## src/pbcs_pkg.sv

```systemverilog
// pbcs_pkg: register numbers, field positions and reset values of the
// basic control and basic status registers.
// assumes a 16-bit register port addressed by a 5-bit register number.
package pbcs_pkg;
	// ------------------------------------------------------------
	// register numbers
	// ------------------------------------------------------------
	localparam logic [4:0]  REG_BASIC_CONTROL = 5'h00;
	localparam logic [4:0]  REG_BASIC_STATUS  = 5'h01;
	// ------------------------------------------------------------
	// basic control fields
	// ------------------------------------------------------------
	localparam int          CTL_SOFT_RESET    = 15;
	localparam int          CTL_LOOPBACK      = 14;
	localparam int          CTL_SPEED_100     = 13;
	localparam int          CTL_NEG_ENABLE    = 12;
	localparam int          CTL_POWER_DOWN    = 11;
	localparam int          CTL_ISOLATE       = 10;
	localparam int          CTL_NEG_RESTART   = 9;
	localparam int          CTL_FULL_DUPLEX   = 8;
	localparam int          CTL_COL_TEST      = 7;
	// ------------------------------------------------------------
	// basic status: fixed capability word
	// ------------------------------------------------------------
	// t4=0, 100fd=1, 100hd=1, 10fd=1, 10hd=1, reserved 0, no preamble=1,
	// negotiation ability=1, extended capability=1; live bits or-ed in
	localparam logic [15:0] STS_FIXED         = 16'h7849;
	localparam int          STS_NEG_DONE      = 5;
	localparam int          STS_REMOTE_FAULT  = 4;
	localparam int          STS_LINK_UP       = 2;
	localparam int          STS_JABBER        = 1;
	// ------------------------------------------------------------
	// reset values
	// ------------------------------------------------------------
	localparam logic        RST_FULL_DUPLEX   = 1'b1;
	localparam logic [15:0] DATA_ZERO         = 16'h0000;
endpackage

```

## src/pbcs_sync.sv

```systemverilog
// pbcs_sync: three-stage synchroniser for a level from a pin.
// assumes CLK domain; output changes once stages two and three agree.
`timescale 1ns/1ns
module pbcs_sync (
	// clock and reset
	input  wire logic clk,
	input  wire logic srst,
	// level
	input  wire logic din,
	output logic      dout
);
	logic s1_q;
	logic s2_q;
	logic s3_q;
	logic out_q;

	// stages keep sampling through reset so the strap is valid at release
	always_ff @(posedge clk) begin
		s1_q <= din;
		s2_q <= s1_q;
		s3_q <= s2_q;
		if (srst || (s2_q == s3_q)) begin
			out_q <= s3_q;
		end
	end

	assign dout = out_q;
endmodule

```

## src/pbcs_regs.sv

```systemverilog
// pbcs_regs: basic control register and basic status register of a
// 10/100 transceiver, reached through its management register port.
// assumes the serial management engine presents register number,
// write data and a one-cycle write or read strobe on CLK.
//
// Functional notes
// writing soft reset one resets the device; bit clears itself, reads zero
// writing restart one restarts negotiation; bit self-clears; zero is normal
// manual speed: one 100, zero 10; ignored while negotiation enabled
// negotiation enabled: result overrides speed and duplex; clear disables it
// leaving power-down by reset needs two writes; first only clears power-down
// second reset write after power-down exit resets chip and re-samples straps
// isolate one detaches device from the MAC interface; zero is normal
// 100 Mbps full-duplex capability bit always reads one
// 100 Mbps half-duplex capability bit always reads one
// writes to reserved control bits and capability bits have no effect
`timescale 1ns/1ns
module pbcs_regs (
	// clock and reset
	input  wire logic        CLK,
	input  wire logic        SRST,
	// management register port
	input  wire logic [4:0]  REG_ADDR,
	input  wire logic [15:0] REG_WDATA,
	input  wire logic        REG_WR,
	input  wire logic        REG_RD,
	output logic      [15:0] REG_RDATA,
	output logic             REG_RVALID,
	// strap pin
	input  wire logic        NEGOTIATION_AND_SPEED_STRAP_PIN,
	// live status from the transceiver core
	input  wire logic        NEG_DONE,
	input  wire logic        LINK_UP,
	input  wire logic        REMOTE_FAULT,
	input  wire logic        JABBER,
	// controls toward the transceiver core
	output logic             CHIP_RESET,
	output logic             NEG_RESTART,
	output logic             NEG_ENABLE,
	output logic             SPEED_100,
	output logic             FULL_DUPLEX,
	output logic             POWER_DOWN,
	output logic             ISOLATE,
	output logic             LOOPBACK,
	output logic             COL_TEST
);
	// ------------------------------------------------------------
	// strap sampling
	// ------------------------------------------------------------
	logic strap_sync;

	pbcs_sync u_strap (
		.clk  (CLK),
		.srst (SRST),
		.din  (NEGOTIATION_AND_SPEED_STRAP_PIN),
		.dout (strap_sync)
	);

	// ------------------------------------------------------------
	// decode
	// ------------------------------------------------------------
	logic        ctl_sel;
	logic        sts_sel;
	logic        wr_ctl;
	logic        reset_req;
	logic        full_reset;
	logic        pd_exit;
	logic        reload;
	logic [15:0] ctl_word;
	logic [15:0] sts_word;
	logic [15:0] rd_mux;

	assign ctl_sel  = (REG_ADDR == pbcs_pkg::REG_BASIC_CONTROL);
	assign sts_sel  = (REG_ADDR == pbcs_pkg::REG_BASIC_STATUS);
	assign wr_ctl   = REG_WR && ctl_sel;
	assign reset_req = wr_ctl && REG_WDATA[pbcs_pkg::CTL_SOFT_RESET];

	// control state
	logic pd_q;
	logic pend_q;
	logic neg_en_q;
	logic speed_q;
	logic duplex_q;
	logic iso_q;
	logic lpbk_q;
	logic col_q;
	logic strap_load_q;
	logic chip_rst_q;
	logic restart_q;

	// first reset write while powered down only leaves power-down
	assign pd_exit    = reset_req && pd_q;
	// second reset write (or any reset write outside power-down) performs a full reset
	assign full_reset = reset_req && !pd_q;
	// straps reloaded after reset release and after every full reset
	assign reload     = strap_load_q;

	// ------------------------------------------------------------
	// control register
	// ------------------------------------------------------------
	always_ff @(posedge CLK) begin
		if (SRST || full_reset) begin
			pd_q         <= 1'b0;
			neg_en_q     <= 1'b0;
			speed_q      <= 1'b0;
			duplex_q     <= pbcs_pkg::RST_FULL_DUPLEX;
			iso_q        <= 1'b0;
			lpbk_q       <= 1'b0;
			col_q        <= 1'b0;
			strap_load_q <= 1'b1;
		end else if (pd_exit) begin
			pd_q         <= 1'b0;
			strap_load_q <= 1'b0;
		end else begin
			strap_load_q <= 1'b0;
			if (reload) begin
				// strap gives both negotiation enable and speed
				neg_en_q <= strap_sync;
				speed_q  <= strap_sync;
			end
			if (wr_ctl) begin
				// reserved low bits have no storage
				lpbk_q   <= REG_WDATA[pbcs_pkg::CTL_LOOPBACK];
				speed_q  <= REG_WDATA[pbcs_pkg::CTL_SPEED_100];
				neg_en_q <= REG_WDATA[pbcs_pkg::CTL_NEG_ENABLE];
				pd_q     <= REG_WDATA[pbcs_pkg::CTL_POWER_DOWN];
				iso_q    <= REG_WDATA[pbcs_pkg::CTL_ISOLATE];
				duplex_q <= REG_WDATA[pbcs_pkg::CTL_FULL_DUPLEX];
				col_q    <= REG_WDATA[pbcs_pkg::CTL_COL_TEST];
			end
		end
	end

	// pend_q marks a power-down exit done, awaiting the second reset write
	always_ff @(posedge CLK) begin
		if (SRST || full_reset) begin
			pend_q <= 1'b0;
		end else if (pd_exit) begin
			pend_q <= 1'b1;
		end
	end

	// ------------------------------------------------------------
	// self-clearing pulses
	// ------------------------------------------------------------
	always_ff @(posedge CLK) begin
		if (SRST) begin
			chip_rst_q <= 1'b0;
			restart_q  <= 1'b0;
		end else begin
			chip_rst_q <= full_reset;
			// restart pulses once; the stored bit never reads back one
			restart_q  <= wr_ctl && !reset_req && !pd_q
				&& REG_WDATA[pbcs_pkg::CTL_NEG_RESTART];
		end
	end

	// ------------------------------------------------------------
	// effective mode: negotiation overrides manual speed and duplex
	// ------------------------------------------------------------
	logic spd_q;
	logic dpx_q;
	logic nen_q;
	logic pdo_q;
	logic iso_o_q;

	always_ff @(posedge CLK) begin
		if (SRST) begin
			spd_q   <= 1'b0;
			dpx_q   <= 1'b0;
			nen_q   <= 1'b0;
			pdo_q   <= 1'b0;
			iso_o_q <= 1'b0;
		end else begin
			nen_q   <= neg_en_q;
			// manual bits only drive the core when negotiation is off
			spd_q   <= neg_en_q ? 1'b0 : speed_q;
			dpx_q   <= neg_en_q ? 1'b0 : duplex_q;
			pdo_q   <= pd_q;
			iso_o_q <= iso_q;
		end
	end

	// ------------------------------------------------------------
	// read path
	// ------------------------------------------------------------
	always_comb begin
		ctl_word = pbcs_pkg::DATA_ZERO;
		ctl_word[pbcs_pkg::CTL_LOOPBACK]    = lpbk_q;
		ctl_word[pbcs_pkg::CTL_SPEED_100]   = speed_q;
		ctl_word[pbcs_pkg::CTL_NEG_ENABLE]  = neg_en_q;
		ctl_word[pbcs_pkg::CTL_POWER_DOWN]  = pd_q;
		ctl_word[pbcs_pkg::CTL_ISOLATE]     = iso_q;
		ctl_word[pbcs_pkg::CTL_FULL_DUPLEX] = duplex_q;
		ctl_word[pbcs_pkg::CTL_COL_TEST]    = col_q;
		sts_word = pbcs_pkg::STS_FIXED;
		sts_word[pbcs_pkg::STS_NEG_DONE]     = NEG_DONE;
		sts_word[pbcs_pkg::STS_REMOTE_FAULT] = REMOTE_FAULT;
		sts_word[pbcs_pkg::STS_LINK_UP]      = LINK_UP;
		sts_word[pbcs_pkg::STS_JABBER]       = JABBER;
	end

	assign rd_mux = ctl_sel ? ctl_word : (sts_sel ? sts_word : pbcs_pkg::DATA_ZERO);

	logic [15:0] rdata_q;
	logic        rvalid_q;

	always_ff @(posedge CLK) begin
		if (SRST) begin
			rdata_q  <= pbcs_pkg::DATA_ZERO;
			rvalid_q <= 1'b0;
		end else begin
			rvalid_q <= REG_RD;
			if (REG_RD) begin
				rdata_q <= rd_mux;
			end
		end
	end

	// ------------------------------------------------------------
	// outputs
	// ------------------------------------------------------------
	assign REG_RDATA   = rdata_q;
	assign REG_RVALID  = rvalid_q;
	assign CHIP_RESET  = chip_rst_q;
	assign NEG_RESTART = restart_q;
	assign NEG_ENABLE  = nen_q;
	assign SPEED_100   = spd_q;
	assign FULL_DUPLEX = dpx_q;
	assign POWER_DOWN  = pdo_q;
	assign ISOLATE     = iso_o_q;
	assign LOOPBACK    = lpbk_q;
	assign COL_TEST    = col_q;
endmodule

```

## config.mk

```make
export PLATFORM = sky130hd
export DESIGN_NAME = pbcs_regs
export DESIGN_NICKNAME = d
export VERILOG_FILES = /design/src/pbcs_pkg.sv /design/src/pbcs_sync.sv /design/src/pbcs_regs.sv
export SDC_FILE = /design/constraint.sdc
export NUM_CORES = 1
export LEC_CHECK = 0
export ABC_AREA = 1
export BUFFER_PORTS_ARGS = -buffer_cell sky130_fd_sc_hd__buf_2
export CORE_ASPECT_RATIO = 0.9
export CORE_MARGIN = 8
export CORE_UTILIZATION = 35
export CTS_CLUSTER_DIAMETER = 150
export DETAILED_ROUTE_END_ITERATION = 6
export GPL_TIMING_DRIVEN = 0
export PLACE_DENSITY = 0.73
export SYNTH_ARGS = -nofsm -noshare
export SYNTH_HDL_FRONTEND = slang
export SYNTH_SLANG_ARGS = --single-unit
```

## constraint.sdc

```tcl
create_clock -name CLK -period 1 [get_ports CLK]
set_clock_uncertainty 0.1 [all_clocks]
set_input_delay 0.05 -clock CLK [delete_from_list [all_inputs] [get_ports CLK]]
set_output_delay 0.05 -clock CLK [all_outputs]
set_load 0.01 [all_outputs]
```

* Word-level counts from Yosys, hierarchy flattened
Index checks and enable logic that the tools add are counted.
Cells by class: equality and inequality tests 2, reduce and logical (&&, ||, !) cells 17, muxes and demuxes 6, bitwise logic cells 1
Operators by type and width (number):
- 2-to-1 mux 15 bit | 2
- logical AND 1 bit | 7
- equality test 5 x 1 -> 1 bit (second input constant) | 1
- logical NOT 5 bit | 1
- 2-to-1 mux 1 bit | 4
- AND reduction 2 bit | 2
- OR reduction 2 bit | 2
- logical NOT 1 bit | 2
- logical OR 1 bit | 2
- nonzero test 2 bit | 1
- equality test 1 bit | 1
- inverter 1 bit | 1
Storage, ports and cells: bits of input ports 30, register bits after elaboration 36, logic and storage cells 47

* Depth between registers and ports, before layout
Gate-level depths: netlist of run 1.
depth after elaboration 7, mapped depth 8

* By module
A second synthesis of run 1 with hierarchy kept.
Unflattened totals: cell total of the unflattened synthesis 153, area total of the unflattened synthesis 1260.0 µm²
By module, submodules not included:
- pbcs_regs | instances 1, sequential area each 560.5 µm², cells an instance 143, area each 1141.1 µm²
- pbcs_sync | instances 1, sequential area each 90.1 µm², cells an instance 10, area each 118.9 µm²

* Worst setup path after synthesis of run 1
OpenSTA, ideal clock, no wires.
path type register to register, start point register pd_q, end point register neg_en_q, setup slack 0.017 ns, data arrival time 0.770 ns, stages on the path, launching flop included 8, required time 0.787 ns, path buffers 0, library setup time 0.113 ns, cell sequence dfxtp_1 > nand2_1 > inv_1 > nand2_2 > nand2_2 > nand2_1 > nand2_1 > nor2_1
On the way: word-level cells in the longest chain between the ends 3, elaborated cells between the ends (all ways) 6
RTL lines:
- start: declaration | line pbcs_regs.sv:79 | logic pd_q;
- start signal: assignment | line pbcs_regs.sv:126 | pd_q <= REG_WDATA[pbcs_pkg::CTL_POWER_DOWN];
- logical AND 1 bit / logical NOT 1 bit (equally long branches) | line pbcs_regs.sv:92, pbcs_regs.sv:94
- inverter 1 bit (no line) / logical AND 1 bit (equally long branches)
- AND reduction 2 bit (no line) / logical OR 1 bit (equally long branches)
- end signal: assignment | line pbcs_regs.sv:118 | neg_en_q <= strap_sync;
- end signal: assignment | line pbcs_regs.sv:125 | neg_en_q <= REG_WDATA[pbcs_pkg::CTL_NEG_ENABLE];
- end: declaration | line pbcs_regs.sv:81 | logic neg_en_q;
Parallel ways exist; a longest one is shown, timed or not. A chain may end at the register's enable or synchronous reset.

* Final worst setup path of run 1
start point register pd_q, end point register speed_q
On the way: word-level cells in the longest chain between the ends 3, elaborated cells between the ends (all ways) 6
RTL lines:
- logical AND 1 bit / logical NOT 1 bit (equally long branches) | line pbcs_regs.sv:92, pbcs_regs.sv:94
- inverter 1 bit (no line) / logical AND 1 bit (equally long branches)
- AND reduction 2 bit (no line) / logical OR 1 bit (equally long branches)
- end signal: assignment | line pbcs_regs.sv:119 | speed_q <= strap_sync;
- end signal: assignment | line pbcs_regs.sv:124 | speed_q <= REG_WDATA[pbcs_pkg::CTL_SPEED_100];
- end: declaration | line pbcs_regs.sv:82 | logic speed_q;
Parallel ways exist; a longest one is shown, timed or not.

==> out/results.ini, run 1 <==
[outcome]
status = complete, but fails checks
violations = negative setup slack

[placed_design]
dp.cells = 237
dp_slack_ns = -0.219
numPortBuffers = 46
place_congestion = 0.797
dpl.hpwl_um = 2220

[timing]
timing.hold.ws_ns = 0.0107
max_freq_mhz = 955
setup_ws_ns = -0.0475
rsz0062_at_grt = yes
setup_violations = 6
totalNegativeSetupSlack_ns = -0.119
fin_crit_ns = 1.05
post-route-period-util_pct = 105
slew_violations = 0
hold_violations = 0

[pwr]
power_density_nw_per_um2 = 1450
cellLeakagePower_nw = 0.873
ir_drop_mv = 0.655

[clock_network]
clk_latency_ns = 0.29
cts_max_path_buffers = 2
cts.root.buffer_cell = clkbuf_8
cts_buffers = 5
cts.clk_slew.worst_paths_ns = 0.06
cts_tree = done
h-tree-depth = 2
cts.sinks = 32

[finish]
nNetsFinal = 249
fin_cells = 264
drive_above_1_share_pct = 38.2
antenna_cells = 0
syn_to_final_growth_pct = 49.2
fillCellCount = 345

[logic_synthesis]
ys_ff_latch = 32
synth_top_area_cell = dfxtp_1
ys_types = 25
syn-instance-count = 146
syn_area_sq_um = 1230
synth_top_cell_area_share_pct = 50.5
yosys-top-cells-area = dfxtp_1 (51%), nand2_1 (13%), a21oi_1 (4.5%), inv_1 (4.0%), nor2_4 (3.7%)
avgSynthCellArea_sq_um = 8.42
yosys_warnings = 0
yosysSeqAreaShare_pct = 53.0

[grt]
grt_pass1_vias = 1209
grt_usage_pct = 11.7
overflow = 0
antenna_found_initial = 0
grt_pass1_wl_um = 5240
grt_max_degree = 11

[setup_path]
critPathKind = reg -> reg
ff2ff_path_depth = 6
arrival_ns = 1.13
critical_path.reg2reg.startpoint = pd_q
timing.reg2reg.setup_slack_ns = -0.05
r2r_end = speed_q
worstSetupEndpointType = flip-flop
start_kind = flip-flop
crit_path_max_fanout = 6
worstPathRequired_ns = 1.08

[floorplan]
die_h_um = 72.2
die_w_um = 78.5
core_area_sq_um = 3380
initial_core_util_pct = 36.4
std_cell_rows = 20
die_area_sq_um = 5670
ios = 56

[routing]
vias = 1148
drt_iter0_drc = 47
viasPerCell = 4.35
first_pass_iters = 4
ant_nets = 0
drc = 0
wl_per_cell_um = 11.5
wl_um = 3020

[flow_run]
maxCapViolCount = 0

[min_path]
hold_end = REG_RDATA[10]
holdCritStartpoint = SRST
min_path_cells = 3
hold_path_class = in -> reg

==> cell usage after synthesis <==
cell      number
buf_4          4
clkbuf_1       1
o21ai_1        1
nor2_8         1
edfxtp_1       1
dfxtp_1       31
nor2_2         1
nand3_4        1
a21oi_1       11
a32o_1         1
a31oi_1        3
nand3_1        3
nand2_1       41
o21ai_0        3
nor2_4         4
nand4_2        2
inv_2          3
nor3b_1        1
inv_1         13
nand4_1        1
conb_1         1
nor2_1        11
buf_2          2
nand2_2        3
nor3_1         2
==> registers in the layout (all words and copies together) (netlist names) <==
signal / flops
neg_en_q: 1
ISOLATE: 1
u_strap.s2_q: 1
POWER_DOWN: 1
CHIP_RESET: 1
duplex_q: 1
REG_RDATA: 12
u_strap.s1_q: 1
NEG_RESTART: 1
u_strap.s3_q: 1
COL_TEST: 1
SPEED_100: 1
iso_q: 1
speed_q: 1
reload: 1
REG_RVALID: 1
u_strap.dout: 1
pd_q: 1
FULL_DUPLEX: 1
NEG_ENABLE: 1
LOOPBACK: 1
==> cell families after synthesis <==
group | Yosys count | synth area share [%]
flops | 32 | 53.0
other cells | 1 | 0.305
simple gates | 71 | 29.8
buf+inv | 23 | 8.45
compound gates | 19 | 8.45
==> timing repair <==
item	in CTS	in global routing
endpoints found under the hold margin	16	0
setup endpoints to repair	9	9
buffers inserted	2	1
gates resized for setup	9	3
pin swaps	3	2
hold buffers	16	0
==> report_power, final <==
group / internal, mW / total (mW) / switching, mW
clock: 0.627 / 1.09 / 0.458
combinational: 0.122 / 0.244 / 0.123
sequential: 1.31 / 1.33 / 0.0155
total: 2.06 / 2.66 / 0.596
==> per-layer routing <==
metal	wire length, um	GRT usage (%)
met5	0	0
met4	86	7.39
met3	256	4.81
met2	1390	19.3
met1	1300	12.0
==> cells in the final DEF, fill, tap and decap left out, drive strengths merged <==
cell type    synthesis  final
buf                  6     55
a31oi                3      3
inv                 16     16
a21oi               11     11
nor2                17     17
o21ai                4      4
edfxtp               1      1
nand4                3      3
conb                 1      2
a32o                 1      1
dfxtp               31     31
clkbuf               1      9
nand3                4      4
nor3                 2      2
nor3b                1      1
dlygate4sd3          0     16
nand2               44     44
==> worst max path at each step <==
stage                startpoint       end  slack, ns
detailed placement  REG_ADDR[3]  neg_en_q      -0.22
finish                     pd_q   speed_q      -0.05
CTS                        pd_q  neg_en_q      -0.07
floorplan                  pd_q  neg_en_q       0.02
global placement    REG_ADDR[3]  neg_en_q      -0.21
global route               pd_q   speed_q      -0.11
==> through the flow <==
| step | utilization [%] | area (sq um) | total power, mW |
|---|---|---|---|
| after floorplan | - | 1230 | 1.46 |
| after global placement | 44.9 | 1520 | 1.55 |
| after detailed placement | 44.9 | 1520 | 1.55 |
| after CTS | 53.8 | 1820 | 2.69 |
| after global routing | 54.3 | 1830 | 2.77 |
| final | 54.3 | 1830 | 2.66 |
==> critical path, stage by stage (launching register included) <==
cell and delay [ns]:
dfxtp_2 0.34, inv_2 0.05, nand4_1 0.13, nand2_2 0.17, inv_2 0.06, nand2_1 0.05
nor2_1 0.04
==> cell type report <==
| class | count | area (sq um) | area share (%) |
|---|---|---|---|
| buffer | 7 | 51.3 | 2.80 |
| multi-input combinational | 92 | 485 | 26.5 |
| sequential | 32 | 656 | 35.8 |
| inverter | 16 | 60.1 | 3.28 |
| tap | 44 | 55.1 | 3.00 |
| clock buffer | 8 | 100 | 5.46 |
| timing repair buffer | 65 | 425 | 23.2 |
Power figures use the tool's default switching activity.
==> run 2: changes to the inputs <==
Settings changed: SYNTH_HIERARCHICAL from default to 1.
==> run 2 against run 1 <==
Against the previous run: the run ends with negative hold slack, negative setup slack left; clock power about the same; flip-flop and latch count unchanged; synthesized cell count increased by 4.8%; first-iteration DRC count is 19% higher; clock-buffer cell count is 1 lower; combinational power is essentially flat; via count increased by 1.2%; die area rose by 2.0%; critical path type unchanged; largest cell class unchanged.
==> out/results.ini, run 2 <==
[outcome]
status = complete, but fails checks
violations = negative hold slack, negative setup slack

[logic_synthesis]
synth_common_cells = nand2_1 (45), dfxtp_1 (31), inv_1 (17)
ys_ff_latch = 32  ; unchanged
syn-instance-count = 153  ; +4.8%
synth_top_cell_area_share_pct = 49.3  ; -1.3 points
synthFlopType = dfxtp_1
synth_edf_count = 1  ; unchanged
yosysSeqAreaShare_pct = 51.6  ; -1.3 points
ys_types = 23  ; -8.0%
yosys-top-cells-area = dfxtp_1 (49%), nand2_1 (13%), inv_1 (5.1%), nor2_1 (3.9%), buf_4 (3.0%)
syn_area_sq_um = 1260  ; +2.5%
avgSynthCellArea_sq_um = 8.24  ; -2.1%
yosys_warnings = 6  ; +6
synthArstFlopShare_pct = 0  ; unchanged
synth_top_area_cell = dfxtp_1
synth_most_common_cell = nand2_1

[clock_network]
clk_latency_ns = 0.28  ; about the same
cts.clk_slew.worst_paths_ns = 0.06  ; about the same
cts.sinks = 32  ; unchanged
cts_tree = done
cts.root.buffer_cell = clkbuf_8
cts_buffers = 5  ; unchanged
h-tree-depth = 2  ; unchanged
cts_max_path_buffers = 2  ; unchanged

[timing]
max_freq_mhz = 971  ; +1.7%
post-route-period-util_pct = 103  ; -1.7 points
slew_headroom_pct = 65.5
slew_violations = 0  ; unchanged
totalNegativeSetupSlack_ns = -0.0576  ; +0.0613 ns
timing.hold.ws_ns = -0.00535  ; -0.0160 ns
tightest_slew_ns = 0.518
rsz0062_at_grt = yes
hold_violations = 1  ; +1
setup_ws_ns = -0.0303  ; +0.0171 ns
setup_violations = 2  ; -4
fin_crit_ns = 1.03  ; -0.0171 ns

[floorplan]
die_h_um = 72.9  ; +0.98%
die_w_um = 79.2  ; +1.0%
std_cell_rows = 20  ; unchanged
core_area_sq_um = 3400  ; +0.74%
initial_core_util_pct = 37.0  ; +0.65 points
ios = 56  ; unchanged
die_area_sq_um = 5780  ; +2.0%

[grt]
grt_pass1_wl_um = 4950  ; -5.5%
grt_max_degree = 11  ; unchanged
overflow = 0  ; unchanged
antenna_found_initial = 0  ; unchanged
grt_pass1_vias = 1121  ; -7.3%
grt_usage_pct = 11.1  ; -0.56 points

[flow_run]
maxCapViolCount = 0  ; unchanged

[pwr]
internal-power_mw = 2.07  ; +0.41%
cellLeakagePower_nw = 0.907  ; +4.0%
power_frac_seq_pct = 49.5  ; -0.5 points
power.total_mw = 2.68  ; +0.82%
pwr-share-clk_pct = 41.3  ; +0.5 points
ir_drop_mv = 0.913  ; +39%
netSwitchingFraction_pct = 22.7  ; +0.32 points
power_density_nw_per_um2 = 1440  ; -0.47%
power.switching_mw = 0.610  ; +2.2%
p_comb_share_pct = 9.2  ; about the same

[min_path]
hold_path_class = in -> reg
hold_end = CHIP_RESET
min_path_cells = 3  ; unchanged
holdCritStartpoint = REG_WDATA[15]

[setup_path]
critPathKind = reg -> reg
worstPathRequired_ns = 1.08  ; about the same
crit_path_max_fanout = 4  ; -2
r2r_end = neg_en_q
critical_path.reg2reg.startpoint = pd_q
timing.reg2reg.setup_slack_ns = -0.03  ; +0.02 ns
ff2ff_path_depth = 7  ; +1
start_kind = flip-flop
startpoint = pd_q
worstSetupEndpointType = flip-flop
arrival_ns = 1.11  ; -0.02 ns

[routing]
vias = 1162  ; +1.2%
ant_nets = 0  ; unchanged
drc = 0  ; unchanged
first_pass_iters = 4  ; unchanged
viasPerCell = 4.34  ; -0.29%
wl_per_cell_um = 11.2  ; -1.9%
wl_um = 3010  ; -0.40%
drt_iter0_drc = 56  ; +19%

[placed_design]
dpl.hpwl_um = 2180  ; -1.8%
postPlaceCellArea_sq_um = 1550  ; +2.3%
place_congestion = 0.758  ; -4.9%
numPortBuffers = 46  ; unchanged

[finish]
largest_reg_flops = 12  ; unchanged
layout_common_cells = buf_2 (45), nand2_1 (43), dfxtp_1 (29)
nNetsFinal = 253  ; +1.6%
final_area_sq_um = 1860  ; +1.3%
syn_to_final_growth_pct = 47.4
drive_above_1_share_pct = 36.6  ; -1.6 points
layout_commonest_cell = buf_2
antenna_cells = 0  ; unchanged

run 2: layout make-up:
class	instances	area, sq um
Fill cell	354	1550
Sequential cell	32	656
Multi-Input combinational cell	95	512
Timing Repair Buffer	62	400
Clock buffer	7	97.6
Inverter	20	77.6
Tap cell	44	55.1
Buffer	7	53.8
Clock inverter	1	5.00
run 2: critical path, cell delays in order (launching register included):
cell,delay [ns]
dfxtp_4,0.38
nand2_4,0.06
inv_2,0.06
nand3_2,0.09
nand2_2,0.09
nand3_1,0.06
nand2_1,0.06
nor2_1,0.03
run 2: cell families after synthesis:
kind of cell	after synthesis	share of synthesized area, %
flops	32	51.6
simple gates	77	30.5
compound gates	16	7.94
other cells	1	0.298
buf+inv	27	9.63
run 2: how the worst max path moves through the flow:
stage                          end  slack [ns]  cells after the start
after floorplan           neg_en_q        0.03                      7
after global placement    neg_en_q       -0.19                      9
after detailed placement  neg_en_q       -0.20                      9
after CTS                 neg_en_q       -0.02                      6
after global routing       speed_q       -0.09                      7
final                     neg_en_q       -0.03                      7
run 2: metal layers:
layer | GRT usage (%) | part of all wire [%] | routed length, um | vias to the layer above
li1 | - | - | - | 612
met1 | 11.5 | 42 | 1260 | 509
met2 | 17.5 | 46 | 1390 | 33
met3 | 5.79 | 9.7 | 293 | 8
met4 | 6.78 | 2.4 | 72 | 0
met5 | 0 | 0 | 0 | -
run 2: stage by stage:
stage | worst slack [ns] | util [%] | std cells
6_report | -0.0303 | 54.6 | 268
5_1_grt | -0.0947 | 54.6 | 268
4_1_cts | -0.0222 | 54.3 | 268
3_5_place_dp | -0.203 | 45.6 | 244
3_3_place_gp | -0.187 | 45.6 | 244
2_1_floorplan | 0.0291 | - | 154
run 2: timing repair:
item                                   4_1_cts  5_1_grt
gates resized for setup                     11        3
endpoints found under the hold margin       17        0
hold buffers                                15        0
setup buffers                                1        0
pin swaps                                    1        2
setup endpoints to repair                    5        7
run 2: power by group through the flow:
stage	combinational, mW	clock (mW)	sequential (mW)
2_1_floorplan	0.103	0	1.36
3_3_place_gp	0.193	0	1.36
3_5_place_dp	0.196	0	1.36
4_1_cts	0.244	1.13	1.33
5_1_grt	0.273	1.19	1.33
6_report	0.246	1.11	1.33
